<file path="config.mk">
export PLATFORM = sky130hd
export DESIGN_NAME = pcrm_top
export DESIGN_NICKNAME = d
export VERILOG_FILES = /design/src/rtl/pcrm_pkg.sv /design/src/rtl/pcrm_top.sv
export SDC_FILE = /design/constraint.sdc
export NUM_CORES = 1
export LEC_CHECK = 0
export BUFFER_PORTS_ARGS = -buffer_cell sky130_fd_sc_hd__buf_2
export CAP_MARGIN = 40
export CORE_MARGIN = 4
export CORE_UTILIZATION = 35
export DETAILED_ROUTE_END_ITERATION = 6
export PLACE_DENSITY = 0.59
export SYNTH_ARGS = -nofsm -noshare
export SYNTH_HDL_FRONTEND = slang
export SYNTH_SLANG_ARGS = --single-unit
</file>
<file path="constraint.sdc">
create_clock -name i_mclk -period 2.18 [get_ports i_mclk]
set_input_delay 0.218 -clock i_mclk [delete_from_list [all_inputs] [get_ports i_mclk]]
set_output_delay 0.218 -clock i_mclk [all_outputs]
set_load 0.01 [all_outputs]
</file>
<file path="src/rtl/pcrm_pkg.sv">
// package of constants for the power, clock-rate and reset manager
package pcrm_pkg;
  // wishbone register byte offsets
  localparam logic [3:0] PMR_OFS    = 4'h0;  // power_management_reg
  localparam logic [3:0] EXTENDED_INTERRUPT_FLAG_REG_OFS   = 4'h4;  // extended_interrupt_flag_reg
  localparam logic [3:0] POWER_CONTROL_REG_OFS   = 4'h8;  // power_control_reg
  localparam logic [3:0] STAT_OFS   = 4'hC;  // status and reset-source flags
  // field positions
  localparam int PMR_CD_LO  = 6;
  localparam int PMR_CD_HI  = 7;
  localparam int PMR_SWB    = 5;
  localparam int PMR_XOFF   = 3;
  localparam int EXTENDED_INTERRUPT_FLAG_REG_SRC   = 3;
  localparam int EXTENDED_INTERRUPT_FLAG_REG_RCACT = 2;
  localparam int EXTENDED_INTERRUPT_FLAG_REG_RGSEL = 1;
  localparam int POWER_CONTROL_REG_IDLE  = 0;
  localparam int POWER_CONTROL_REG_PD    = 1;
  localparam int STAT_XRDY  = 4;
  localparam int STAT_POR   = 6;
  localparam int STAT_WATCHDOG_RESET_FLAG  = 2;
  // divider encodings
  localparam logic [1:0] CD_RSVD = 2'h0;
  localparam logic [1:0] CD_4    = 2'h1;
  localparam logic [1:0] CD_64   = 2'h2;
  localparam logic [1:0] CD_1024 = 2'h3;
  localparam logic [10:0] DIV_4    = 11'h004;
  localparam logic [10:0] DIV_64   = 11'h040;
  localparam logic [10:0] DIV_1024 = 11'h400;
  // timing counts
  localparam int MC_RESET_HOLD = 2;    // machine cycles of reset hold
  localparam int WD_DELAY_CLK  = 512;  // clocks from timeout to reset
  localparam int XTAL_WARM_CLK = 1024; // crystal warm-up clocks
  localparam int ISTATE_C4     = 3;    // clock index of state C4
  // reset values
  localparam logic [7:0] SP_RESET   = 8'h07;
  localparam logic [7:0] PORT_RESET = 8'hFF;
  localparam logic [15:0] PC_RESET  = 16'h0000;
endpackage

</file>
<file path="src/rtl/pcrm_top.sv">
// power, clock-rate and reset manager with wishbone register access
`timescale 1ns/1ps
`default_nettype none
module pcrm_top
(
  // clock and reset
  input  wire logic        i_mclk,
  input  wire logic        i_rst_b,
  // wishbone slave
  input  wire logic        i_wb_cyc,
  input  wire logic        i_wb_stb,
  input  wire logic        i_wb_we,
  input  wire logic [3:0]  i_wb_adr,
  input  wire logic [3:0]  i_wb_sel,
  input  wire logic [31:0] i_wb_dat,
  output logic      [31:0] o_wb_dat,
  output logic             o_wb_ack,
  // pins and events
  input  wire logic        i_por,
  input  wire logic        i_rst_pin,
  input  wire logic        i_wd_timeout,
  input  wire logic        i_wd_clear,
  input  wire logic        i_wd_reset_en,
  input  wire logic        i_rx_start_fall,
  input  wire logic        i_rx_enable,
  input  wire logic        i_sbuf_write,
  input  wire logic        i_serial_busy,
  input  wire logic        i_ext_int_ack,
  input  wire logic        i_ext_int_low,
  input  wire logic        i_ext_int_level_en,
  input  wire logic        i_global_interrupt_enable,
  input  wire logic        i_int_pending,
  input  wire logic        i_ext_prog_mem,
  // outputs
  output logic             o_core_ce,
  output logic             o_periph_ce,
  output logic             o_core_rst,
  output logic             o_osc_run,
  output logic             o_use_crystal,
  output logic             o_crystal_amp_off,
  output logic             o_ale,
  output logic             o_program_store_strobe,
  output logic             o_port0_oe,
  output logic             o_port2_addr,
  output logic      [15:0] o_pc_reset,
  output logic      [7:0]  o_sp_reset,
  output logic      [7:0]  o_port_reset,
  output logic             o_wd_disable
);
  ////////////////////////////////////////////////////////////////////////
  // registers and state
  logic [1:0]  div_sel_r;      // software view of divider field
  logic [1:0]  div_act_r;      // divider in force
  logic        div_pend_r;
  logic        switchback_enable_r;
  logic        crystal_amp_off_r;
  logic        clock_source_select_r;
  logic        src_act_r;      // 1: crystal active
  logic        src_pend_r;
  logic        rc_wakeup_select_r;
  logic        idle_r;
  logic        pd_r;
  logic        crystal_ready_r;
  logic [10:0] xwarm_r;
  logic        por_flag_r;
  logic        watchdog_reset_flag_r;
  logic [10:0] clk_cnt_r;
  logic [10:0] div_val;
  logic        mc_end;
  logic        c4_tick;
  logic        rst_s1_r;
  logic        rst_s2_r;
  logic        rst_seen_r;
  logic [1:0]  hold_cnt_r;
  logic        wd_arm_r;
  logic [9:0]  wd_cnt_r;
  logic        wd_fire;
  logic        any_rst;
  logic        wr;
  logic        rd;
  logic        switchback;
  logic        wake_int;
  // wishbone decode
  assign wr = i_wb_cyc & i_wb_stb & i_wb_we & ~o_wb_ack & i_wb_sel[0];
  assign rd = i_wb_cyc & i_wb_stb & ~o_wb_ack;
  // reset from any source
  assign any_rst = ~i_rst_b | i_por | (hold_cnt_r != 2'd0) | rst_s2_r;
  ////////////////////////////////////////////////////////////////////////
  // machine-cycle divider
  always_comb
  begin
    case (div_act_r)
      pcrm_pkg::CD_64:   div_val = pcrm_pkg::DIV_64;
      pcrm_pkg::CD_1024: div_val = pcrm_pkg::DIV_1024;
      default:           div_val = pcrm_pkg::DIV_4;
    endcase
  end
  assign mc_end  = (clk_cnt_r == div_val - 11'd1) & ~pd_r;
  assign c4_tick = (clk_cnt_r == 11'(pcrm_pkg::ISTATE_C4)) & ~pd_r;
  // clock-per-machine-cycle counter, stopped in power-down
  always_ff @(posedge i_mclk)
  begin
    if (!i_rst_b || pd_r || mc_end)
      clk_cnt_r <= 11'h000;
    else
      clk_cnt_r <= clk_cnt_r + 11'd1;
  end
  // core and peripheral enables
  assign o_core_ce   = mc_end & ~idle_r & ~any_rst;
  assign o_periph_ce = idle_r ? (clk_cnt_r[1:0] == 2'h3) & ~pd_r
                              : mc_end;
  ////////////////////////////////////////////////////////////////////////
  // switchback triggers
  assign switchback = switchback_enable_r &
    ((i_rx_start_fall & i_rx_enable) | i_sbuf_write | i_ext_int_ack);
  // divider select write, pending apply at the next machine-cycle end
  always_ff @(posedge i_mclk)
  begin
    if (any_rst)
    begin
      div_sel_r  <= pcrm_pkg::CD_4;
      div_act_r  <= pcrm_pkg::CD_4;
      div_pend_r <= 1'b0;
    end
    else if (switchback)
    begin
      div_sel_r  <= pcrm_pkg::CD_4;
      div_act_r  <= pcrm_pkg::CD_4;
      div_pend_r <= 1'b0;
    end
    else if (wr && i_wb_adr == pcrm_pkg::PMR_OFS &&
             !(switchback_enable_r && i_serial_busy) &&
             i_wb_dat[7:6] != pcrm_pkg::CD_RSVD)
    begin
      div_sel_r  <= i_wb_dat[7:6];
      div_pend_r <= 1'b1;
    end
    else if (div_pend_r && mc_end)
    begin
      div_act_r  <= div_sel_r;
      div_pend_r <= 1'b0;
    end
  end
  // other power-management bits
  always_ff @(posedge i_mclk)
  begin
    if (any_rst)
    begin
      switchback_enable_r <= 1'b0;
      crystal_amp_off_r   <= 1'b0;
    end
    else if (wr && i_wb_adr == pcrm_pkg::PMR_OFS)
    begin
      switchback_enable_r <= i_wb_dat[pcrm_pkg::PMR_SWB];
      crystal_amp_off_r   <= i_wb_dat[pcrm_pkg::PMR_XOFF] & ~src_act_r;
    end
  end
  ////////////////////////////////////////////////////////////////////////
  // crystal warm-up counter
  always_ff @(posedge i_mclk)
  begin
    if (!i_rst_b || crystal_amp_off_r)
    begin
      xwarm_r         <= 11'h000;
      crystal_ready_r <= 1'b0;
    end
    else if (xwarm_r == 11'(pcrm_pkg::XTAL_WARM_CLK))
      crystal_ready_r <= 1'b1;
    else
      xwarm_r <= xwarm_r + 11'd1;
  end
  // clock source select and delayed switch
  always_ff @(posedge i_mclk)
  begin
    if (any_rst)
    begin
      clock_source_select_r <= 1'b1;
      src_act_r             <= 1'b1;
      src_pend_r            <= 1'b0;
      rc_wakeup_select_r    <= 1'b0;
    end
    else if (wr && i_wb_adr == pcrm_pkg::EXTENDED_INTERRUPT_FLAG_REG_OFS)
    begin
      // crystal cannot be chosen before it is ready
      if (!i_wb_dat[pcrm_pkg::EXTENDED_INTERRUPT_FLAG_REG_SRC] || crystal_ready_r)
      begin
        clock_source_select_r <= i_wb_dat[pcrm_pkg::EXTENDED_INTERRUPT_FLAG_REG_SRC];
        src_pend_r            <= 1'b1;
      end
      rc_wakeup_select_r <= i_wb_dat[pcrm_pkg::EXTENDED_INTERRUPT_FLAG_REG_RGSEL];
    end
    else if (pd_r && wake_int && rc_wakeup_select_r)
    begin
      src_act_r             <= 1'b0;
      clock_source_select_r <= 1'b1;
      src_pend_r            <= 1'b1;
    end
    else if (src_pend_r && mc_end &&
             (!clock_source_select_r || crystal_ready_r))
    begin
      src_act_r  <= clock_source_select_r;
      src_pend_r <= 1'b0;
    end
  end
  assign o_use_crystal     = src_act_r;
  assign o_crystal_amp_off = crystal_amp_off_r;
  ////////////////////////////////////////////////////////////////////////
  // idle and power-down
  assign wake_int = i_ext_int_low & i_ext_int_level_en &
                    i_global_interrupt_enable;
  always_ff @(posedge i_mclk)
  begin
    if (any_rst)
    begin
      idle_r <= 1'b0;
      pd_r   <= 1'b0;
    end
    else
    begin
      if (wr && i_wb_adr == pcrm_pkg::POWER_CONTROL_REG_OFS && i_wb_dat[pcrm_pkg::POWER_CONTROL_REG_PD])
        pd_r <= 1'b1;
      else if (wake_int)
        pd_r <= 1'b0;
      if (wr && i_wb_adr == pcrm_pkg::POWER_CONTROL_REG_OFS &&
          i_wb_dat[pcrm_pkg::POWER_CONTROL_REG_IDLE])
        idle_r <= 1'b1;
      else if (i_int_pending)
        idle_r <= 1'b0;
    end
  end
  assign o_osc_run = ~pd_r;
  // strobes and port states
  always_ff @(posedge i_mclk)
  begin
    if (!i_rst_b)
    begin
      o_ale                  <= 1'b1;
      o_program_store_strobe <= 1'b1;
      o_port0_oe             <= 1'b1;
      o_port2_addr           <= 1'b0;
    end
    else
    begin
      o_ale                  <= ~pd_r;
      o_program_store_strobe <= ~pd_r;
      o_port0_oe             <= ~((pd_r | idle_r) & i_ext_prog_mem);
      o_port2_addr           <= idle_r & ~pd_r & i_ext_prog_mem;
    end
  end
  ////////////////////////////////////////////////////////////////////////
  // reset pin synchroniser
  always_ff @(posedge i_mclk)
  begin
    if (!i_rst_b)
    begin
      rst_s1_r <= 1'b0;
      rst_s2_r <= 1'b0;
    end
    else
    begin
      rst_s1_r <= i_rst_pin;
      rst_s2_r <= rst_s1_r;
    end
  end
  // sample pin at c4, or at once in power-down; hold after release
  always_ff @(posedge i_mclk)
  begin
    if (!i_rst_b || i_por)
    begin
      rst_seen_r <= 1'b0;
      hold_cnt_r <= 2'(pcrm_pkg::MC_RESET_HOLD);
    end
    else if ((c4_tick || pd_r) && rst_s2_r)
    begin
      rst_seen_r <= 1'b1;
      hold_cnt_r <= 2'(pcrm_pkg::MC_RESET_HOLD);
    end
    else if (wd_fire)
      hold_cnt_r <= 2'(pcrm_pkg::MC_RESET_HOLD);
    else if (mc_end && hold_cnt_r != 2'd0)
    begin
      hold_cnt_r <= hold_cnt_r - 2'd1;
      rst_seen_r <= 1'b0;
    end
  end
  // watchdog delay from timeout flag to reset
  always_ff @(posedge i_mclk)
  begin
    if (any_rst || i_wd_clear || pd_r)
    begin
      wd_arm_r <= 1'b0;
      wd_cnt_r <= 10'h000;
    end
    else if (i_wd_timeout && i_wd_reset_en && !wd_arm_r)
      wd_arm_r <= 1'b1;
    else if (wd_arm_r)
      wd_cnt_r <= wd_cnt_r + 10'd1;
  end
  assign wd_fire = wd_arm_r &
                   (wd_cnt_r == 10'(pcrm_pkg::WD_DELAY_CLK - 1));
  // reset source flags
  always_ff @(posedge i_mclk)
  begin
    if (!i_rst_b || i_por)
    begin
      por_flag_r            <= 1'b1;
      watchdog_reset_flag_r <= 1'b0;
    end
    else if (wd_fire)
      watchdog_reset_flag_r <= 1'b1;
    else if (wr && i_wb_adr == pcrm_pkg::STAT_OFS)
    begin
      por_flag_r            <= i_wb_dat[pcrm_pkg::STAT_POR];
      watchdog_reset_flag_r <= i_wb_dat[pcrm_pkg::STAT_WATCHDOG_RESET_FLAG];
    end
  end
  // reset outputs and reset-state values
  assign o_core_rst   = any_rst;
  assign o_pc_reset   = pcrm_pkg::PC_RESET;
  assign o_sp_reset   = pcrm_pkg::SP_RESET;
  assign o_port_reset = pcrm_pkg::PORT_RESET;
  assign o_wd_disable = i_por | ~i_rst_b;
  ////////////////////////////////////////////////////////////////////////
  // wishbone read data and ack
  always_ff @(posedge i_mclk)
  begin
    if (!i_rst_b)
    begin
      o_wb_ack <= 1'b0;
      o_wb_dat <= 32'h00000000;
    end
    else
    begin
      o_wb_ack <= rd;
      o_wb_dat <= 32'h00000000;
      if (rd && i_wb_adr == pcrm_pkg::PMR_OFS)
        o_wb_dat[7:0] <= {div_sel_r, switchback_enable_r, 1'b0,
                          crystal_amp_off_r, 3'h0};
      else if (rd && i_wb_adr == pcrm_pkg::EXTENDED_INTERRUPT_FLAG_REG_OFS)
        o_wb_dat[7:0] <= {4'h0, clock_source_select_r, ~src_act_r,
                          rc_wakeup_select_r, 1'b0};
      else if (rd && i_wb_adr == pcrm_pkg::POWER_CONTROL_REG_OFS)
        o_wb_dat[7:0] <= {6'h00, pd_r, idle_r};
      else if (rd && i_wb_adr == pcrm_pkg::STAT_OFS)
        o_wb_dat[7:0] <= {1'b0, por_flag_r, 1'b0, crystal_ready_r,
                          1'b0, watchdog_reset_flag_r, 2'h0};
    end
  end
endmodule
`default_nettype wire

</file>
==> flow_summary.toml, run 1 <==
[final_layout]
final_area_sq_mm = 0.003670
nets = 491
fill_cells = 892
syn2layout_area_growth_pct = 13.03
diodes = 0
drive_gt1_share_pct = 21.58
stdcell_count = 539

[power]
clock_power_share_pct = 41.2
cellPowerDensity_mw_per_mm2 = 648.3
p_leak_nw = 1.550
internal_power_w = 0.001823
p_total_w = 0.002379
power_switching_w = 0.0005560
p_sw_share_pct = 23.37
pwr-share-comb_pct = 7.7
peakVddDrop_uv = 251.2
seq_power_share_pct = 51.1

[timing]
finalHoldViolCount = 0
finalMaxSlewViolations = 0
fin_worst_skew_ns = 0.006422
period_needed_ns = 2.073
timing.final.crit_share_pct = 95.07
tns_ns = 0
rsz0062_at_grt = "true"
max_freq_ghz = 0.4825
finalSetupViolCount = 0

[global_routing]
grt_overflow = 0
grt_util_all_layers_pct = 11.88
grt_first_pass_wirelength_mm = 10.65
grt_start_max_net_pins = 13
grt_pass1_vias = 2242
antenna_found_initial = 0

[clocking]
clkLatencyLatePin_ns = 0.33
cts_sinks = 65
cts_max_level = 3
cts.clk_slew.worst_paths_ns = 0.07
cts_root_buf = "clkbuf_8"
postCtsHoldBufs = 0
tritoncts = "yes"
clockBufferDepth = 2
numCtsBuffers = 9

[synthesis]
synth.top_cell.area_share_pct = 40.08
synth-edff-count = 0
syn_area_per_cell_sq_um = 8.847
synth_cells = 367
synth-seq-cells = 65
synth_ff_type = "dfxtp_1"
yosysWarnings = 0
synth_top_area_cell = "dfxtp_1"
ys_seq_area_share_pct = 40.08
ys_async_sr_fraction_pct = 0
synth_area_leaders = "dfxtp_1, buf_4, nor2_1, xor2_1, nand3_1"
ys_types = 50
synth_area_sq_mm = 0.003247

[detailed_routing]
wl_met3_microns = 565
drc = 0
dr_total_vias = 2440
drtAntennaViolNets = 0
drt_iter0_drc = 79
m1WireLength_mm = 2.841
wl_per_cell_microns = 11.84
viasPerCell = 4.527
top_layer_used = "met4"
wl_met2_mm = 2.868
first_pass_iters = 4
wl_mm = 6.380

[place]
io_buffers = 51
gp_congestion = 0.7688
dpl.cell_count = 520
postPlaceCellArea_sq_mm = 0.003418
dpl.hpwl_mm = 4.795

[critical_path]
crit_chain = "nor4_4 -> mux2i_1 -> or3_4 -> o21ai_2 -> buf_2"
cp_top_family = "simple AND/OR/NAND/NOR gates"
critical_path_class = "register to primary output"
cp_max_fo = 6
end_kind = "primary output"
cpPeakStageDelay_ns = 0.45
path_buf_inv = 1
crit_required_ns = 1.96
arrival_ns = 1.85
cp-start-kind = "register"
slowest_stage = "or3_4"

[floorplan]
core_area_sq_mm = 0.008891
start_util_pct = 36.52
rows = 34
ios = 136
dieArea_sq_mm = 0.01088
dieHeight_microns = 104.3
fp.dieW_microns = 104.3

[job]
drv_cap = 0

[worst_hold_path]
hold_path.class = "input pin to register"

[run_status]
status = "complete, no violations"
-- registers in the layout, summed over array words and instances, names as in the netlist, 2 cells and up --
register,cells
div_act_r,2
o_wb_dat,8
clk_cnt_r,11
xwarm_r,11
div_sel_r,2
wd_cnt_r,10
hold_cnt_r,2
-- Yosys cell counts, drive strengths merged, types with 2 or more instances --
cell type / instances
xnor2: 10
nor4: 6
and3: 9
nand3b: 3
nand4: 4
nand3: 22
and4: 4
xor2: 18
nor3: 6
o21ai: 5
nor4b: 2
or2: 3
nor2b: 3
nand2b: 5
nand2: 20
nor2: 48
conb: 2
inv: 12
a21oi: 10
a211o: 2
and2: 5
mux2i: 10
dfxtp: 65
ha: 5
buf: 59
or3: 2
a21o: 2
clkbuf: 7
-- layer usage --
layer	GRT usage, %	vias up
met3	4.655	9
met4	3.609	0
li1	-	1241
met2	18.87	92
met5	0	-
met1	14.83	1098
-- power by group through the flow --
| stage | clock network [W] | logic, W | registers (W) |
|---|---|---|---|
| 3_5_place_dp | 0 | 0.000173 | 0.00124 |
| 5_1_grt | 0.00107 | 0.000206 | 0.00122 |
| 4_1_cts | 0.00101 | 0.000176 | 0.00122 |
| 2_1_floorplan | 0 | 0.000190 | 0.00124 |
| 3_3_place_gp | 0 | 0.000171 | 0.00124 |
| 6_report | 0.000981 | 0.000182 | 0.00122 |
-- what timing repair did --
| action | in CTS | in global routing |
|---|---|---|
| resized for setup | 4 | 9 |
| setup endpoints to repair | 2 | 2 |
| setup buffers | 2 | 1 |
| endpoints found under the hold margin | 0 | 0 |
| pin swaps | 3 | 3 |
-- per-stage QoR --
step / utilization, % / setup slack [ns] / hold slack (ns)
after floorplan: - / 0.3180 / 0.3069
after global placement: 38.45 / 0.2390 / 0.4143
after detailed placement: 38.45 / 0.1943 / 0.4230
after CTS: 40.89 / 0.007947 / 0.07957
after global routing: 41.28 / -0.002127 / 0.1082
final: 41.28 / 0.1075 / 0.1007
-- layout by cell type (no fill, tap or decap), drive strengths merged, types with 2 or more instances in the layout --
master	netlist	routed
clkbuf	7	13
or2	3	3
xor2	18	18
nand4	4	4
buf	59	60
mux2i	10	10
and3	9	9
nand2	20	20
a21o	2	2
and2	5	5
dfxtp	65	65
nor2b	3	3
nand3b	3	3
and4	4	4
ha	5	5
nand3	22	22
a21oi	10	10
nor4	6	6
nor4b	2	2
xnor2	10	10
or3	2	2
nor2	48	48
inv	12	12
o21ai	5	5
conb	2	56
nand2b	5	5
nor3	6	6
a211o	2	2
clkinv	0	2
-- logic make-up after synthesis --
logic type,synth area share [%]
multiplexers,3.430
buffers and inverters,15.76
AND/OR/NAND/NOR,23.74
other,0.2313
adder cells (fa/ha/maj),1.927
flip-flops,40.08
XOR/XNOR,7.553
AO/OA/AOI/OAI,7.284
-- worst paths after layout --
check	startpoint	end	slack (ns)	cells past startpoint
max	clk_cnt_r[2]	o_periph_ce	0.11	5
min	i_ext_prog_mem	o_port0_oe	0.10	2
max reg2reg	clk_cnt_r[2]	div_act_r[0]	0.13	8
min reg2reg	rst_s1_r	rst_s2_r	0.44	1
-- final cells by class --
class,count,area (sq um),share of cell area [%]
clock buffers,13,148.9,4.057
clock inverters,3,40.04,1.091
inverters,12,45.04,1.227
multi-input cells,278,1668,45.45
flip-flops and latches,65,1310,35.70
well taps,108,135.1,3.682
repair buffers,60,322.8,8.796
-- worst reg2reg max path, stage by stage, from the launching register on --
cell and delay, ns:
dfxtp_4 0.37, nor4_4 0.29, mux2i_1 0.13, buf_4 0.15
buf_4 0.12, buf_4 0.13, nor4_2 0.39, nor2b_1 0.09
a211o_1 0.27
Power figures use the tool's default switching activity.
==> run 2, diff against run 1 <==
--- a/config.mk
+++ b/config.mk
@@ -5,8 +5,8 @@
 export SDC_FILE = /design/constraint.sdc
 export NUM_CORES = 1
 export LEC_CHECK = 0
+export ABC_AREA = 1
 export BUFFER_PORTS_ARGS = -buffer_cell sky130_fd_sc_hd__buf_2
-export CAP_MARGIN = 40
 export CORE_MARGIN = 4
 export CORE_UTILIZATION = 35
 export DETAILED_ROUTE_END_ITERATION = 6
==> run 2 against run 1 <==
Register-to-register slack improved by 0.37 ns; core utilization fell by 0.86 points; fmax rose by 6.6%; largest cell class unchanged; highest routed layer unchanged; clock-buffer cell count grew 1; critical endpoint is now o_core_ce; largest power group unchanged.
==> flow_summary.toml, run 2 <==
[clocking]
post-cts-setup-buffers = 0
numCtsBuffers = 9
cts.clk_slew.worst_paths_ns = 0.07
postCtsHoldBufs = 0
clkLatencyLatePin_ns = 0.34
clockBufferDepth = 2
cts_max_level = 3
tritoncts = "yes"
cts_root_buf = "clkbuf_8"
cts_resized = 0
cts_sinks = 65

[detailed_routing]
wl_mm = 7.181
wl_per_cell_microns = 11.03
drc = 0
dr_total_vias = 2830
viasPerCell = 4.347
drtAntennaViolNets = 0
drt_iter0_drc = 129
first_pass_iters = 4

[floorplan]
ios = 136
start_util_pct = 36.15
core_area_sq_mm = 0.009284
dieArea_sq_mm = 0.01122
dieHeight_microns = 105.9
fp.dieW_microns = 105.9
rows = 35

[global_routing]
grt_first_pass_wirelength_mm = 11.92
grt_util_all_layers_pct = 13.16
grt_start_max_net_pins = 12
grt_overflow = 0
antenna_found_initial = 0
grt_pass1_vias = 2691

[job]
drv_cap = 0

[final_layout]
multi_input_area_sq_mm = 0.001594
diodes = 0
nets = 582
regArea_sq_mm = 0.001301
syn2layout_area_growth_pct = 11.82
fin_util_pct = 40.42
reg_top3 = "clk_cnt_r: 11 flops, xwarm_r: 11 flops, wd_cnt_r: 10 flops"
mostFrequentLayoutCells = "nand2_1, dfxtp_1, inv_1"
layout_commonest_cell = "nand2_1"
drive_gt1_share_pct = 16.48
fill_cells = 975
stdcell_count = 651
final_area_sq_mm = 0.003752

[synthesis]
synth_area_sq_mm = 0.003356
ys_types = 34
synth.most_common_cell = "nand2_1"
synth_ff_type = "dfxtp_1"
synth-edff-count = 0
synth_fa_ha_area_share_pct = 1.864
synth-compound-area-share_pct = 8.389
synth_top_family_by_area = "simple AND/OR/NAND/NOR gates"
synth_area_leaders = "dfxtp_1, buf_4, nand2_1, inv_1, nor2_1"
synth-seq-cells = 65
ys_async_sr_fraction_pct = 0
synthMuxAreaShare_pct = 0
synth.top_cell.area_share_pct = 38.78
synth_top_area_cell = "dfxtp_1"
synth_common_cells = "nand2_1, dfxtp_1, inv_1, buf_4, nor2_1"
synthXorXnorAreaFrac_pct = 2.088
synth_cells = 459
syn_area_per_cell_sq_um = 7.311
synth-simple-area-share_pct = 28.90
ys_seq_area_share_pct = 38.78
yosysWarnings = 0

[timing]
max_freq_ghz = 0.5142
finalHoldViolCount = 0
timing.final.crit_share_pct = 89.21
worst_pin_slew_ns = 0.6020
fin_hold_ws_ns = 0.05661
rsz0062_at_grt = "false"
finalMaxSlewViolations = 0
period_needed_ns = 1.945
tns_ns = 0
slew_headroom_pct = 59.56
finalSetupViolCount = 0
fin_worst_skew_ns = 0.004191

[power]
peakVddDrop_uv = 293.9
cellPowerDensity_mw_per_mm2 = 657.3
p_leak_nw = 1.652

[critical_path]
cpPeakStageDelay_ns = 0.36
cp_top_family = "simple AND/OR/NAND/NOR gates"
critical_path_class = "register to primary output"
arrival_ns = 1.73
cp-start-kind = "register"
path_buf_inv = 1
slowest_stage = "dfxtp_1"
cp_max_fo = 3
crit_top_cell = "nor2_1"
end_kind = "primary output"
crit_chain = "ha_1 -> nand2_1 -> nor2_1 -> and2_1 -> nand4_1 -> nor2_1 -> buf_2"
crit_required_ns = 1.96

[place]
gp_congestion = 0.8733
postPlaceCellArea_sq_mm = 0.003545
dpl.hpwl_mm = 5.630
dpl.cell_count = 635
io_buffers = 51

[run_status]
status = "complete, no violations"

[worst_hold_path]
hold_path.class = "input pin to register"
-- run 2: changes by cell type in the layout (fill, tap and decap cells not counted), sizes merged, moves of 6 or more --
cell | before | now
nand2 | 20 | 81
nand4 | 4 | 10
inv | 12 | 60
o21ai | 5 | 11
nand3 | 22 | 35
xor2 | 18 | 7
mux2i | 10 | 0
and3 | 9 | 0
nor3 | 6 | 14
xnor2 | 10 | 1
nor2 | 48 | 61
a21oi | 10 | 30
buf | 60 | 52
-- run 2: metrics by stage --
stage	power, W	setup WS (ns)
2_1_floorplan	0.001434	0.8271
3_3_place_gp	0.001417	0.5397
3_5_place_dp	0.001420	0.5221
4_1_cts	0.002488	0.2403
5_1_grt	0.002570	0.1106
6_report	0.002466	0.2352
-- run 2: kinds of logic (layout without fill, tap and decap cells) --
| group | count (synthesis) | after routing |
|---|---|---|
| other | 2 | 56 |
| flip-flops | 65 | 65 |
| XOR/XNOR | 8 | 8 |
| buffers and inverters | 119 | 128 |
| AND/OR/NAND/NOR | 211 | 211 |
| AO/OA/AOI/OAI | 49 | 49 |
| adder cells (fa/ha/maj) | 5 | 5 |
-- run 2: final timing paths --
kind	depth (start not counted)	end	slack, ns	from
max	7	o_core_ce	0.24	clk_cnt_r[0]
min	3	rst_s1_r	0.06	i_rst_pin
max reg2reg	7	clk_cnt_r[9]	0.50	clk_cnt_r[0]
min reg2reg	2	rst_s2_r	0.43	rst_s1_r
-- run 2: cell type report --
cell class	instances	area share [%]
Multi-Input combinational cell	329	42.48
Sequential cell	65	34.68
Timing Repair Buffer	52	7.002
Inverter	60	6.002
Clock buffer	14	4.602
Tap cell	129	4.301
Clock inverter	2	0.9336
-- run 2: metal layers --
metal | track usage [%] | routed length [microns] | vias to the layer above
met3 | 3.643 | 606 | 2
met4 | 5.088 | 43 | 0
met5 | 0 | 0 | -
li1 | - | - | 1466
met1 | 16.86 | 3345 | 1247
met2 | 21.04 | 3186 | 115
-- run 2: worst register-to-register path, cell delays in order, from the launching register on --
cell and delay (ns):
dfxtp_1 0.36, ha_1 0.21, nand2_1 0.09, nor2_1 0.12, and2_1 0.19, nand3_2 0.12, nand3_1 0.38, nor2_1 0.10
-- run 2: where the power goes --
| part | internal [W] | total, W | switching, W | leakage (nW) |
|---|---|---|---|---|
| clock | 0.000621 | 0.00107 | 0.000449 | 0.107 |
| sequential | 0.00120 | 0.00121 | 0.0000106 | 0.526 |
| combinational | 0.0000539 | 0.000183 | 0.000129 | 1.02 |
==> run 3, diff against run 2 <==
--- a/config.mk
+++ b/config.mk
@@ -6,11 +6,11 @@
 export NUM_CORES = 1
 export LEC_CHECK = 0
 export ABC_AREA = 1
-export BUFFER_PORTS_ARGS = -buffer_cell sky130_fd_sc_hd__buf_2
 export CORE_MARGIN = 4
 export CORE_UTILIZATION = 35
 export DETAILED_ROUTE_END_ITERATION = 6
-export PLACE_DENSITY = 0.59
+export DONT_BUFFER_PORTS = 1
+export PLACE_DENSITY = 0.47
 export SYNTH_ARGS = -nofsm -noshare
 export SYNTH_HDL_FRONTEND = slang
 export SYNTH_SLANG_ARGS = --single-unit
==> run 3 against run 2 <==
Setup slack improved by 0.032 ns; final area fell by 6.3%; critical path type unchanged; global-route usage rose by 0.18 points; clock-buffer cell count fell by 2; largest cell class unchanged; routed wire length rose by 1.9%; flip-flop and latch count did not move; clock power fell by 4%; cell count fell by 7.5%; sequential power barely moved; via count fell by 6.4%; largest power group unchanged; non-clock buffer count fell by 48.
==> flow_summary.toml, run 3 (same netlist as run 2, synthesis figures left out) <==
[critical_path]
cp_max_fo = 3
reg2regPathDepth = 7
r2r-end = "clk_cnt_r[2]"
r2r-start = "clk_cnt_r[0]"
arrival_ns = 1.70
rrSetupSlack_ns = 0.42
end_kind = "primary output"
critical_path_class = "register to primary output"
cp-start-kind = "register"
crit_required_ns = 1.96

[clocking]
clkLatencyLatePin_ns = 0.34
cts_sinks = 65
clockBufferDepth = 2
tritoncts = "yes"
cts_root_buf = "clkbuf_8"
cts_max_level = 3
numCtsBuffers = 9
cts.clk_slew.worst_paths_ns = 0.07

[final_layout]
syn2layout_area_growth_pct = 4.735
reg_top3 = "clk_cnt_r: 11 flops, xwarm_r: 11 flops, wd_cnt_r: 10 flops"
drive_gt1_share_pct = 7.400
final_area_sq_mm = 0.003515
layout_commonest_cell = "nand2_1"
diodes = 0
mostFrequentLayoutCells = "nand2_1, dfxtp_1, inv_1"
nets = 534
fill_cells = 1018

[job]
drv_cap = 0

[detailed_routing]
drtAntennaViolNets = 0
drt_iter0_drc = 85
viasPerCell = 4.400
wl_mm = 7.317
first_pass_iters = 4
wl_per_cell_microns = 12.15
drc = 0
dr_total_vias = 2649

[timing]
max_freq_ghz = 0.5227
rsz0062_at_grt = "false"
period_needed_ns = 1.913
fin_worst_skew_ns = 0.009458
finalHoldViolCount = 0
worst_pin_slew_ns = 0.5308
tns_ns = 0
slew_headroom_pct = 64.31
timing.final.crit_share_pct = 87.75
finalMaxSlewViolations = 0
finalSetupViolCount = 0

[global_routing]
grt_util_all_layers_pct = 13.33
grt_first_pass_wirelength_mm = 11.78
grt_start_max_net_pins = 12
grt_pass1_vias = 2433
antenna_found_initial = 0
grt_overflow = 0

[place]
postPlaceCellArea_sq_mm = 0.003289
io_buffers = 0
gp_congestion = 0.8523
dpl.hpwl_mm = 5.694

[worst_hold_path]
hold_depth = 2
hold_path.class = "input pin to register"
hp-start = "i_por"
min_to = "por_flag_r"

[floorplan]
rows = 35
dieArea_sq_mm = 0.01122
dieHeight_microns = 105.9
ios = 136
fp.dieW_microns = 105.9
start_util_pct = 36.15
core_area_sq_mm = 0.009284

[power]
p_leak_nw = 1.449
peakVddDrop_uv = 266.0
cellPowerDensity_mw_per_mm2 = 681.7

[run_status]
status = "complete, no violations"
-- run 3: how the worst max path moves through the flow --
stage | from | endpoint | slack, ns | cells after the start
detailed placement | clk_cnt_r[0] | clk_cnt_r[2] | 0.43 | 7
finish | clk_cnt_r[0] | o_core_ce | 0.27 | 6
global placement | clk_cnt_r[0] | clk_cnt_r[5] | 0.49 | 7
floorplan | clk_cnt_r[0] | clk_cnt_r[10] | 0.83 | 8
CTS | clk_cnt_r[0] | o_core_ce | 0.24 | 6
global route | clk_cnt_r[0] | o_core_ce | 0.12 | 6
-- run 3: what timing repair did --
action / in CTS / in global routing
gates resized for setup: 0 / 0
hold endpoints to repair: 4 / 0
hold buffers: 3 / 0
setup buffers: 0 / 0
setup endpoints to repair: 0 / 0
-- run 3: cell type report --
| cell class | instances | area (sq um) | share of cell area [%] |
|---|---|---|---|
| Clock buffer | 12 | 155.1 | 4.414 |
| Clock inverter | 3 | 40.04 | 1.139 |
| Inverter | 60 | 225.2 | 6.408 |
| Multi-Input combinational cell | 329 | 1594 | 45.35 |
| Sequential cell | 65 | 1301 | 37.02 |
| Tap cell | 129 | 161.4 | 4.592 |
| Timing Repair Buffer | 4 | 37.54 | 1.068 |
-- run 3: through the flow --
stage                     power (W)  hold WS, ns  setup slack [ns]  std cells  utilization [%]
final                      0.002396      0.01750            0.2670        602            37.86
after global routing       0.002513     0.004033            0.1236        602            37.86
after CTS                  0.002430     0.002381            0.2383        602            37.86
after detailed placement   0.001383       0.3024            0.4332        584            35.43
after global placement     0.001380       0.2942            0.4908        584            35.43
after floorplan            0.001434       0.2880            0.8271        513                -
-- run 3: critical path: stages, from the launching register on --
cell	delay (ns)
dfxtp_1	0.36
ha_1	0.22
nand2_1	0.10
nor2_1	0.11
and2_1	0.19
nand4_1	0.12
nor2_1	0.26
-- run 3: per-layer routing --
metal / track usage, % / routed length (microns) / part of all wire (%) / up-vias
li1: - / - / - / 1365
met1: 17.44 / 3480 / 48 / 1177
met2: 20.08 / 3099 / 42 / 96
met3: 4.554 / 596 / 8.1 / 11
met4: 5.458 / 140 / 1.9 / 0
met5: 0 / 0 / 0 / -
-- run 3: where the power goes --
group / total, W / switching [W] / internal (W)
Combinational: 0.000149 / 0.000113 / 0.0000357
Clock: 0.00103 / 0.000452 / 0.000581
Sequential: 0.00121 / 0.0000119 / 0.00120
